### src/rtl/kir_defines.svh
// Register offsets, field layout, reset values and timing counts of the key interrupt block.
// Assumes inclusion by bare name from the package and the design modules.
`ifndef KIR_DEFINES_SVH
`define KIR_DEFINES_SVH

`define KIR_NUM_KEYS        8
`define KIR_OFS_ENABLE      12'h000
`define KIR_OFS_STATUS      12'h004
`define KIR_OFS_MASK        12'h008
`define KIR_OFS_KEY_LEVEL   12'h00C
`define KIR_OFS_BIT_SET     12'h010
`define KIR_OFS_BIT_CLEAR   12'h014
`define KIR_ENABLE_RESET    8'h00
`define KIR_MASK_RESET      1'h0
`define KIR_STATUS_KEY_BIT  0
`define KIR_SYNC_STAGES     2

`endif

### src/rtl/kir_pkg.sv
// Types shared by the key interrupt block.
// Assumes the defines header is on the include path.
`include "kir_defines.svh"

package kir_pkg;

  typedef logic [`KIR_NUM_KEYS-1:0] kir_keys_t;

  typedef enum logic [1:0] {
    KIR_BUS_IDLE  = 2'h0,
    KIR_BUS_WRITE = 2'h1,
    KIR_BUS_READ  = 2'h3
  } kir_bus_state_t;

endpackage

### src/rtl/kir_top.sv
// Key interrupt block with an AHB-Lite register slave and one interrupt output.
// Assumes one clock, a single AHB-Lite master doing single word transfers.
//
// Contract
// - A falling edge on an enabled key raises the key interrupt request only while all other enabled keys are high.
// - No request while any enabled key is held low.
// - Enable bit k controls key k; disabled keys have no effect.
// - The enable register is accessible as a whole byte and as single bits.
// - Reset clears the enable register to zero.
// - Writing the enable register may itself raise a request.
`timescale 1ns/100ps
`include "kir_defines.svh"

module kir_top #(
  parameter int NUM_KEYS = `KIR_NUM_KEYS
) (
  input  wire logic                clock,
  input  wire logic                resetn,
  input  wire logic                hsel,
  input  wire logic [31:0]         haddr,
  input  wire logic [1:0]          htrans,
  input  wire logic                hwrite,
  input  wire logic [2:0]          hsize,
  input  wire logic [31:0]         hwdata,
  input  wire logic                hready,
  output logic      [31:0]         hrdata,
  output logic                     hreadyout,
  output logic                     hresp,
  input  wire logic [NUM_KEYS-1:0] key_inputs,
  output logic                     key_interrupt_request,
  output logic                     irq
);

  // ----------------------------------------------------------------
  // Address phase capture
  // ----------------------------------------------------------------
  kir_pkg::kir_bus_state_t bus_state;
  kir_pkg::kir_bus_state_t next_bus_state;
  logic [11:0]             addr_q;
  logic [11:0]             next_addr_q;
  logic                    take;

  assign take = hsel & hready & htrans[1];

  always_comb begin
    next_bus_state = kir_pkg::KIR_BUS_IDLE;
    next_addr_q    = addr_q;
    if (take) begin
      next_addr_q    = haddr[11:0];
      next_bus_state = hwrite ? kir_pkg::KIR_BUS_WRITE : kir_pkg::KIR_BUS_READ;
    end
  end

  always_ff @(posedge clock or negedge resetn) begin
    if (!resetn) begin
      bus_state <= kir_pkg::KIR_BUS_IDLE;
      addr_q    <= 12'h000;
    end else begin
      bus_state <= next_bus_state;
      addr_q    <= next_addr_q;
    end
  end

  // Zero wait states; every access, mapped or not, answers OKAY.
  assign hreadyout = 1'b1;
  assign hresp     = 1'b0;

  // ----------------------------------------------------------------
  // Key path
  // ----------------------------------------------------------------
  logic [NUM_KEYS-1:0] key_level;
  logic [NUM_KEYS-1:0] key_input_enable_reg;
  logic                key_event;

  kir_sync #(
    .WIDTH (NUM_KEYS)
  ) u_sync (
    .clock    (clock),
    .resetn   (resetn),
    .async_in (key_inputs),
    .sync_out (key_level)
  );

  kir_detect #(
    .WIDTH (NUM_KEYS)
  ) u_detect (
    .clock                 (clock),
    .resetn                (resetn),
    .key_level             (key_level),
    .key_input_enable_bits (key_input_enable_reg),
    .key_interrupt_request (key_event)
  );

  assign key_interrupt_request = key_event;

  // ----------------------------------------------------------------
  // Registers
  // ----------------------------------------------------------------
  logic                key_irq_pending_flag;
  logic                key_irq_mask;
  logic [NUM_KEYS-1:0] next_enable;
  logic                next_pending;
  logic                next_mask;
  logic                wr;
  logic                rd;
  logic [2:0]          bit_sel;

  assign wr      = (bus_state == kir_pkg::KIR_BUS_WRITE);
  assign rd      = (bus_state == kir_pkg::KIR_BUS_READ);
  assign bit_sel = hwdata[2:0];

  function automatic logic hit(input logic [11:0] a, input logic [11:0] ofs);
    hit = (a[11:2] == ofs[11:2]);
  endfunction

  always_comb begin
    next_enable  = key_input_enable_reg;
    next_mask    = key_irq_mask;
    next_pending = key_irq_pending_flag;
    if (wr && hit(addr_q, `KIR_OFS_ENABLE)) begin
      next_enable = hwdata[NUM_KEYS-1:0];
    end
    // Single-bit access: the low bits of the write data name the key.
    if (wr && hit(addr_q, `KIR_OFS_BIT_SET)) begin
      next_enable[bit_sel] = 1'b1;
    end
    if (wr && hit(addr_q, `KIR_OFS_BIT_CLEAR)) begin
      next_enable[bit_sel] = 1'b0;
    end
    if (wr && hit(addr_q, `KIR_OFS_MASK)) begin
      next_mask = hwdata[0];
    end
    // A status read clears only what it returned, so an event that lands after
    // the read data was captured stays pending; a same-cycle event wins too.
    if (rd && hit(addr_q, `KIR_OFS_STATUS) && hrdata[`KIR_STATUS_KEY_BIT]) begin
      next_pending = 1'b0;
    end
    if (key_event) begin
      next_pending = 1'b1;
    end
  end

  always_ff @(posedge clock or negedge resetn) begin
    if (!resetn) begin
      key_input_enable_reg <= `KIR_ENABLE_RESET;
      key_irq_mask         <= `KIR_MASK_RESET;
      key_irq_pending_flag <= 1'b0;
    end else begin
      key_input_enable_reg <= next_enable;
      key_irq_mask         <= next_mask;
      key_irq_pending_flag <= next_pending;
    end
  end

  // Mask bit set means the interrupt is allowed through.
  assign irq = key_irq_pending_flag & key_irq_mask;

  // ----------------------------------------------------------------
  // Read data
  // ----------------------------------------------------------------
  logic [31:0] next_hrdata;

  always_comb begin
    next_hrdata = 32'h0000_0000;
    if (take && !hwrite) begin
      if (hit(haddr[11:0], `KIR_OFS_ENABLE)) begin
        next_hrdata[NUM_KEYS-1:0] = key_input_enable_reg;
      end
      if (hit(haddr[11:0], `KIR_OFS_STATUS)) begin
        next_hrdata[`KIR_STATUS_KEY_BIT] = key_irq_pending_flag;
      end
      if (hit(haddr[11:0], `KIR_OFS_MASK)) begin
        next_hrdata[0] = key_irq_mask;
      end
      if (hit(haddr[11:0], `KIR_OFS_KEY_LEVEL)) begin
        next_hrdata[NUM_KEYS-1:0] = key_level;
      end
    end
  end

  // Read data is sampled at the address phase so it stands for the data phase.
  always_ff @(posedge clock or negedge resetn) begin
    if (!resetn) begin
      hrdata <= 32'h0000_0000;
    end else begin
      hrdata <= next_hrdata;
    end
  end

endmodule // kir_top

### src/rtl/kir_sync.sv
// Two-stage level synchroniser for a vector of key inputs.
// Assumes inputs may change at any time relative to clock.
`timescale 1ns/100ps
`include "kir_defines.svh"

module kir_sync #(
  parameter int WIDTH = `KIR_NUM_KEYS
) (
  input  wire logic             clock,
  input  wire logic             resetn,
  input  wire logic [WIDTH-1:0] async_in,
  output logic      [WIDTH-1:0] sync_out
);

  logic [WIDTH-1:0] stage1;
  logic [WIDTH-1:0] next_stage1;
  logic [WIDTH-1:0] next_sync_out;

  always_comb begin
    next_stage1   = async_in;
    next_sync_out = stage1;
  end

  // Resets high so that idle released keys cause no edge after reset.
  always_ff @(posedge clock or negedge resetn) begin
    if (!resetn) begin
      stage1   <= {WIDTH{1'b1}};
      sync_out <= {WIDTH{1'b1}};
    end else begin
      stage1   <= next_stage1;
      sync_out <= next_sync_out;
    end
  end

endmodule // kir_sync

### src/rtl/kir_detect.sv
// Combined-level falling edge detector over the enabled key inputs.
// Assumes synchronised key levels and the enable vector in the clock domain.
`timescale 1ns/100ps
`include "kir_defines.svh"

module kir_detect #(
  parameter int WIDTH = `KIR_NUM_KEYS
) (
  input  wire logic             clock,
  input  wire logic             resetn,
  input  wire logic [WIDTH-1:0] key_level,
  input  wire logic [WIDTH-1:0] key_input_enable_bits,
  output logic                  key_interrupt_request
);

  logic combined;
  logic combined_q;
  logic next_combined_q;

  // A disabled key reads as high, so it cannot pull the combined level down.
  assign combined = &(key_level | ~key_input_enable_bits);

  always_comb begin
    next_combined_q = combined;
  end

  always_ff @(posedge clock or negedge resetn) begin
    if (!resetn) begin
      combined_q <= 1'b1;
    end else begin
      combined_q <= next_combined_q;
    end
  end

  // An enabled key held low keeps the combined level low, hiding later edges on others.
  // Changing the enable vector can also drop the level and raise a request.
  assign key_interrupt_request = combined_q & ~combined;

endmodule // kir_detect

### config.mk
export PLATFORM = sky130hd
export DESIGN_NAME = kir_top
export DESIGN_NICKNAME = d
export VERILOG_FILES = /design/src/rtl/kir_pkg.sv /design/src/rtl/kir_top.sv /design/src/rtl/kir_sync.sv /design/src/rtl/kir_detect.sv
export VERILOG_INCLUDE_DIRS = /design/src /design/src/rtl
export SDC_FILE = /design/constraint.sdc
export NUM_CORES = 1
export LEC_CHECK = 0
export BUFFER_PORTS_ARGS = -buffer_cell sky130_fd_sc_hd__buf_2
export CELL_PAD_IN_SITES_DETAIL_PLACEMENT = 0
export CELL_PAD_IN_SITES_GLOBAL_PLACEMENT = 1
export CORE_ASPECT_RATIO = 0.7
export CORE_UTILIZATION = 28
export CTS_CLUSTER_SIZE = 25
export DETAILED_ROUTE_END_ITERATION = 10
export GPL_ROUTABILITY_DRIVEN = 0
export GPL_TIMING_DRIVEN = 1
export PLACE_DENSITY = 0.7
export SYNTH_ARGS = -nofsm -noshare
export SYNTH_HDL_FRONTEND = slang
export SYNTH_SLANG_ARGS = --single-unit
### constraint.sdc
create_clock -name clock -period 2 [get_ports clock]
set_clock_uncertainty 0.05 [all_clocks]
set_input_delay 0.1 -clock clock [delete_from_list [all_inputs] [get_ports clock]]
set_output_delay 0.1 -clock clock [all_outputs]
set_load 0.005 [all_outputs]
After elaboration in Yosys (flattened, before gate mapping)
Index checks and enable logic that the tools add are counted.

storage, ports and cells
  output and inout port bits = 36
  word-level logic and storage cells = 57
  bits in registers = 49
  bits of input ports = 82

operators by class
  bitwise operators = 10
  mux-type cells = 14
  magnitude comparators = 2
  reduce and logical (&&, ||, !) cells = 13
  equal/unequal tests = 9

operators with widths
  operator               number
  $mux W8                6
  $eq A10 B2 Y1 const B  3
  $eq A10 B1 Y1 const B  2
  $eq A10 B3 Y1 const B  2
  $logic_not A10 Y1      2
  $not A8 Y8             2
  $or A8 B8 Y8           2
  $and A8 B8 Y8          1
  $logic_and A1 B1 Y1    8
  $reduce_and A8 Y1      1
  $mux W1                5
  $and A1 B1 Y1          4
  $lt A3 B4 Y1 const B   1
  $mux W2                2
  $demux W1 S3           1
  $ge A3 B1 Y1 const B   1
  $eq A2 B1 Y1 const B   1
  $eq A2 B2 Y1 const B   1
  $reduce_bool A2 Y1     1
  $logic_not A1 Y1       1
  $not A1 Y1             1

Logic depth before layout (Yosys ltp)
Gate-level depths: netlist of run 1.

  depth after elaboration = 8
  depth in mapped cells = 6
  depth with buffers taken out = 4

Modules after synthesis
A second synthesis of run 1 with hierarchy kept.

second synthesis, totals
  cell total of the unflattened synthesis = 192
  area total of the unflattened synthesis = 2192.1 um^2

by module, submodules not included
  module      sequential area each (um^2)  area an instance (um^2)  times used  cells an instance
  kir_top     750.7                        1672.9                   1           161
  kir_sync    420.4                        420.4                    1           16
  kir_detect  26.3                         98.8                     1           15

Worst setup path after synthesis of run 1
No wires, ideal clock.

  path kind = register to register
  start point = register addr_q[7]
  end point = register key_input_enable_reg[0]
  cell stages (with the launch flop) = 6
  arrival = 1744 ps
  period minus slack after synthesis = 1922 ps
  data required time = 1822 ps
  setup slack = 78 ps
  library setup time = 128 ps
  buffers on the path = 1
  cell sequence = dfrtp_1 > or4_1 > clkbuf_1 > nor4_1 > a211o_2 > nand3_1

between the ends
  longest elaborated chain between the ends = 7
  elaborated cells between the ends (all ways) = 11
  classes of those cells = 2 x eq/ne; 3 x mux; 2 x bitwise; 4 x reduce/logical

RTL lines
  what                      RTL line        RTL
  from (decl)               kir_top.sv:39   logic [11:0] addr_q;
  from (signal assigned)    kir_top.sv:60   addr_q <= next_addr_q;
  $logic_not A10 Y1         kir_top.sv:113  hit = (a[11:2] == ofs[11:2]);
  $logic_and A1 B1 Y1       kir_top.sv:120  if (wr && hit(addr_q, `KIR_OFS_ENABLE)) begin
  $mux W8                   kir_top.sv:120
  $or A8 B8 Y8 (no line)    n/a
  $mux W8                   kir_top.sv:124  if (wr && hit(addr_q, `KIR_OFS_BIT_SET)) begin
  $and A8 B8 Y8 (no line)   n/a
  $mux W8 (*)               kir_top.sv:127  if (wr && hit(addr_q, `KIR_OFS_BIT_CLEAR)) begin
  named net next_enable[0]  kir_top.sv:101  logic [NUM_KEYS-1:0] next_enable;
  to (signal assigned)      kir_top.sv:145  key_input_enable_reg <= `KIR_ENABLE_RESET;
  to (signal assigned)      kir_top.sv:149  key_input_enable_reg <= next_enable;
  to (decl)                 kir_top.sv:72   logic [NUM_KEYS-1:0] key_input_enable_reg;

Mark *: on every way through the listed nets, which the timed path passes. The rest lies on a longest branch.
A chain may end at the register's enable or synchronous reset.

Worst setup path after layout of run 1
Ends and elaborated chain as after synthesis.

==> results of run 1 <==
-- cells by family after synthesis --
group,after synthesis
AOI/OAI and AO/OA,22
other,2
muxes,18
and+or+nand+nor,52
DFF,47
buffers and inverters,40
-- layout by cell type, fill, tap and decap left out, types with 4 or more instances in the layout --
cell type,n
nand2b_1,5
nor2_1,16
buf_4,9
dlygate4sd3_1,15
inv_1,9
mux2_2,11
nand2_1,9
nand3_1,4
nor4_1,4
conb_1,26
buf_2,41
clkbuf_8,5
a22oi_1,13
dfstp_2,17
mux2i_1,6
dfrtp_1,30
-- routing by layer --
metal	global-route usage	wire length, um	up-vias
li1	-	-	707
met5	0	0	-
met2	0.179	1870	39
met4	0.0617	100	0
met1	0.157	2130	692
met3	0.0280	146	10
-- cells in the mapped netlist --
master,count
mux4_2,1
nor2_1,16
o22ai_1,2
o21ai_0,3
o2111ai_1,1
nor3b_1,1
buf_6,1
mux2_2,11
dfstp_2,17
and2_1,2
mux2i_1,6
conb_1,2
or4_1,1
dfrtp_1,30
nor3_1,2
or4bb_1,1
and4bb_2,1
or3_1,1
a22oi_1,13
nor4b_2,1
nor4_1,5
nand2b_1,5
clkbuf_1,3
buf_1,1
nand4_1,2
inv_1,9
nor2b_1,1
buf_4,26
nand2_1,9
nand3_1,4
o31ai_1,1
a211o_2,2
-- worst max-delay path by stage --
stage                                         end  slack (ns)      start
after CTS                 key_input_enable_reg[0]        0.05  addr_q[7]
after detailed placement  key_input_enable_reg[0]        0.09  addr_q[7]
after global routing      key_input_enable_reg[5]      -0.005  addr_q[7]
after floorplan           key_input_enable_reg[0]        0.08  addr_q[7]
after global placement    key_input_enable_reg[2]        0.09  addr_q[7]
final                     key_input_enable_reg[0]        0.05  addr_q[7]
-- area by class of cell --
class	instances	area, um2	share of cell area
multi-input combinational	118	749	0.283
clock inverter	1	30.0	0.0113
sequential	47	1200	0.451
clock buffer	7	76.3	0.0288
timing repair buffer	66	443	0.167
inverter	9	33.8	0.0127
tap	98	123	0.0462
-- per-stage QoR --
stage / util / total power [uW] / hold slack, ns / setup slack [ns]
final: 0.364 / 2010 / 0.00973 / 0.0549
after global routing: 0.364 / 2110 / 0.0117 / -0.00459
after CTS: 0.363 / 2030 / 0.00308 / 0.0493
after detailed placement: 0.328 / 1320 / 0.0418 / 0.0861
after global placement: 0.328 / 1320 / 0.0329 / 0.0895
after floorplan: - / 1250 / -0.246 / 0.0778
-- power breakdown --
part / leakage, uW / internal, uW / switching [uW]
logic: 0.000612 / 126 / 116
clock network: 0.0000524 / 374 / 302
registers: 0.000553 / 1040 / 48.4
-- worst max-delay path, stage by stage, from the launching register on --
cell and delay [ns]:
dfrtp_1 0.38, or4_1 0.54, buf_4 0.18, nor4_1 0.29, buf_4 0.19, a211o_2 0.12, nand3_1 0.06
-- repair_timing --
action / CTS / global route
setup endpoints to repair: 0 / 4
hold endpoints to repair: 19 / 0
gates resized for setup: 0 / 1
hold buffers: 15 / 0
==> results_dict.tcl, run 1 <==
set metrics [dict create \
    drive_above_1_share 0.367 \
    p_leak_uw 0.00122 \
    fill_cells 720 \
    via_count 1448 \
    grt_pass1_wl_um 6910 \
    postCtsSetupBuffers 0 \
    hp-start "haddr[5]" \
    grt-ovfl-total 0 \
    rr_worst_depth 6 \
    die_h_um 74.6 \
    power_density_nw_per_um2 756 \
    n_antenna_cell 0 \
    slew_viol_final 0 \
    drt_pass1_iterations 4 \
    drv_cap 0 \
    dp.cells 323 \
    globalRouteTotalUtil 0.117 \
    yosys-mux-area-fraction 0.0980 \
    synth_area_leaders "dfrtp_1 36%, dfstp_2 21%, buf_4 9.3%, mux2_2 5.9%, a22oi_1 4.6%" \
    finalCritPeriodShare 0.973 \
    routed_wl_um 4240 \
    synth_cell_types 32 \
    yosys.area.top_type "dfrtp_1" \
    syn_avg_cell_area_um2 11.6 \
    grt_pass1_vias 1401 \
    viasPerCell 4.18 \
    grt_start_max_net_pins 24 \
    worst_slew_pin_slew_ns 0.526 \
    h-tree-depth 2 \
    ys_seq_elements 47 \
    cts_max_path_buffers 2 \
    cts-root-buf "clkbuf_8" \
    synth-simple-area-share 0.132 \
    final_area_um2 2650 \
    largest_reg_flops 10 \
    clk_latency_ns 0.30 \
    hold_path_depth 2 \
    synth_top_family_by_area "simple AND/OR/NAND/NOR gates" \
    rows 26 \
    start_util 0.289 \
    hold_class "input port to flip-flop" \
    synth-xor-area-share 0 \
    slew-limit-headroom 0.648 \
    finalNetCount 329 \
    area_delta_synth_final_pct 26.0 \
    cp-start-kind "flip-flop" \
    cts_tree "built" \
    reg2reg_to "key_input_enable_reg[0]" \
    die_x_um 106 \
    arrival_ns 2.07 \
    setup_viol 0 \
    stdcell_count 346 \
    die-area_um2 7880 \
    antenna_found_initial 0 \
    core_area_um2 7290 \
    cp_data_required_time_ns 2.12 \
    ir_worst_vdd_v 0.000279 \
    fin_crit_ns 1.95 \
    synth-compound-area-share 0.0766 \
    top_register "addr_q" \
    cts_buffers 5 \
    hold_viol 0 \
    hold_end "addr_q[5]" \
    timing.fmax_mhz 514 \
    yosysSeqAreaShare 0.569 \
    cts.sinks 47 \
    place_hpwl_um 3130 \
    yosysWarnings 0 \
    cts.clk_slew.worst_paths_ns 0.08 \
    synthAdderAreaFrac 0 \
    rsz0062_at_grt "yes" \
    drtIter0Drc 43 \
    r2r_slack_ns 0.05 \
    r2r-start "addr_q[7]" \
    io-pin-count 118 \
    final_antenna_net_count 0 \
    setup_tns_ns 0 \
    dpl-instance-area_um2 2390 \
    netlist_area_um2 2110 \
    status "completed" \
    synth_top_area_frac 0.357 \
    path_max_fanout 6 \
    port_buffers 41 \
    criticalPathCategory "flip-flop to flip-flop" \
    syn_inst 181 \
    drc 0 \
    cp-end-kind "flip-flop" \
    wire_per_inst_um 12.3 \
]
No activity file was read; power rests on OpenSTA's default activity.
==> run 2: changes to the inputs <==
--- a/config.mk
+++ b/config.mk
@@ -16,6 +16,7 @@
 export GPL_ROUTABILITY_DRIVEN = 0
 export GPL_TIMING_DRIVEN = 1
 export PLACE_DENSITY = 0.7
+export RECOVER_POWER = 25
 export SYNTH_ARGS = -nofsm -noshare
 export SYNTH_HDL_FRONTEND = slang
 export SYNTH_SLANG_ARGS = --single-unit
==> results_dict.tcl, run 2 (synthesized netlist as in run 1, its figures left out) <==
set metrics [dict create \
    setup_tns_ns 0 \
    timing.final.ws_setup_ns 0.0548 \
    criticalPathCategory "flip-flop to flip-flop" \
    finalNetCount 329 \
    r2r_slack_ns 0.05 \
    critical-path-max-stage-delay_ns 0.54 \
    drt_pass1_iterations 6 \
    cp_slowest_cell "or4_1" \
    cts_max_path_buffers 2 \
    grt_pass1_wl_um 6910 \
    grt_pass1_vias 1401 \
    viasPerCell 4.17 \
    reg2reg_to "key_input_enable_reg[0]" \
    crit_chain "or4_1 -> buf_4 -> nor4_1 -> buf_4 -> a211o_2 -> nand3_1" \
    start_util 0.289 \
    top_register "addr_q" \
    drive_above_1_share 0.359 \
    power_density_nw_per_um2 757 \
    drv_cap 0 \
    slew_viol_final 0 \
    finalCritPeriodShare 0.973 \
    globalRouteTotalUtil 0.117 \
    cp-end-kind "flip-flop" \
    dp_slack_ns 0.0861 \
    final_cell_mix "40 x buf_2, 30 x dfrtp_1, 26 x conb_1" \
    multi_input_area_um2 749 \
    status "completed" \
    largest_reg_flops 10 \
    h-tree-depth 2 \
    regArea_um2 1200 \
    cts.clk_slew.worst_paths_ns 0.08 \
    core_area_um2 7290 \
    dp.cells 323 \
    routed_wl_um 4240 \
    port_buffers 41 \
    setup_viol 0 \
    hold_viol 0 \
    n_antenna_cell 0 \
    crit_start "addr_q[7]" \
    cts-root-buf "clkbuf_8" \
    clk_latency_ns 0.30 \
    cts.sinks 47 \
    cp_common_cell "buf_4" \
    final_antenna_net_count 0 \
    arrival_ns 2.07 \
    fill_cells 721 \
    hold_class "input port to flip-flop" \
    stdcell_count 346 \
    cp-start-kind "flip-flop" \
    wire_per_inst_um 12.3 \
    area_delta_synth_final_pct 25.7 \
    die-area_um2 7880 \
    whs_ns 0.0100 \
    p_leak_uw 0.00121 \
    rsz0062_at_grt "yes" \
    cp_data_required_time_ns 2.12 \
    r2r-start "addr_q[7]" \
    antenna_found_initial 0 \
    hp-start "haddr[5]" \
    path_max_fanout 6 \
    via_count 1444 \
    cp-endpoint "key_input_enable_reg[0]" \
    final_common_cell "buf_2" \
    io-pin-count 118 \
    worst_slew_pin_slew_ns 1.15 \
    timing.fmax_mhz 514 \
    ir_worst_vdd_v 0.000279 \
    place_hpwl_um 3130 \
    cts_tree "built" \
    rows 26 \
    grt_start_max_net_pins 24 \
    drc 0 \
    drtIter0Drc 43 \
    die_h_um 74.6 \
    die_x_um 106 \
    cts_buffers 5 \
    slew-limit-headroom 0.233 \
    fin_crit_ns 1.95 \
    grt-ovfl-total 0 \
    rr_worst_depth 6 \
]
run 2: changes by cell type in the layout (fill, tap and decap cells not counted):
cell | previous run | this run
buf_2 | 41 | 40
clkbuf_1 | 2 | 4
buf_4 | 9 | 8
run 2: timing repair:
| action | 4_1_cts | 5_1_grt |
|---|---|---|
| hold endpoints to repair | 19 | 0 |
| setup buffers | 0 | 0 |
| endpoints found under the setup margin | 0 | 4 |
| gates resized for setup | 0 | 1 |
| hold buffers | 15 | 0 |
run 2: metal layers:
layer  track usage  up-vias  part of all wire
li1              -      708                 -
met1         0.157      693              0.50
met2         0.179       33              0.44
met3        0.0280       10             0.033
met4        0.0617        0             0.024
met5             0        -                 0
run 2: layout make-up:
cell class	count	area share
timing repair buffer	66	0.165
sequential	47	0.452
clock inverter	1	0.0113
inverter	9	0.0128
clock buffer	7	0.0288
tap	98	0.0463
multi-input combinational	118	0.283
run 2: how the worst min path moves through the flow:
stage | cells after the start | endpoint | slack (ns)
global placement | 1 | key_input_enable_reg[7] | 0.03
global route | 2 | addr_q[9] | 0.01
finish | 2 | addr_q[5] | 0.01
floorplan | 0 | addr_q[10] | -0.25
detailed placement | 1 | key_input_enable_reg[7] | 0.04
CTS | 2 | addr_q[9] | 0.003
run 2: stage by stage:
| step | util | cell area, um2 | total power [uW] |
|---|---|---|---|
| detailed placement | 0.328 | 2390 | 1320 |
| floorplan | - | 2200 | 1250 |
| finish | 0.363 | 2650 | 2000 |
| global placement | 0.328 | 2390 | 1320 |
| global route | 0.363 | 2650 | 2110 |
| CTS | 0.363 | 2650 | 2030 |
run 2: worst max-delay path, delay by kind of cell, from the launching register on:
kind / cells / cell delay [ns]
simple gates: 3 / 0.89
compound gates: 1 / 0.12
buf+inv: 2 / 0.37
flops: 1 / 0.38
run 2: power by group:
part           leakage, uW  switching, uW  internal, uW
combinational     0.000606            116           125
clock            0.0000524            302           374
sequential        0.000553           48.4          1040
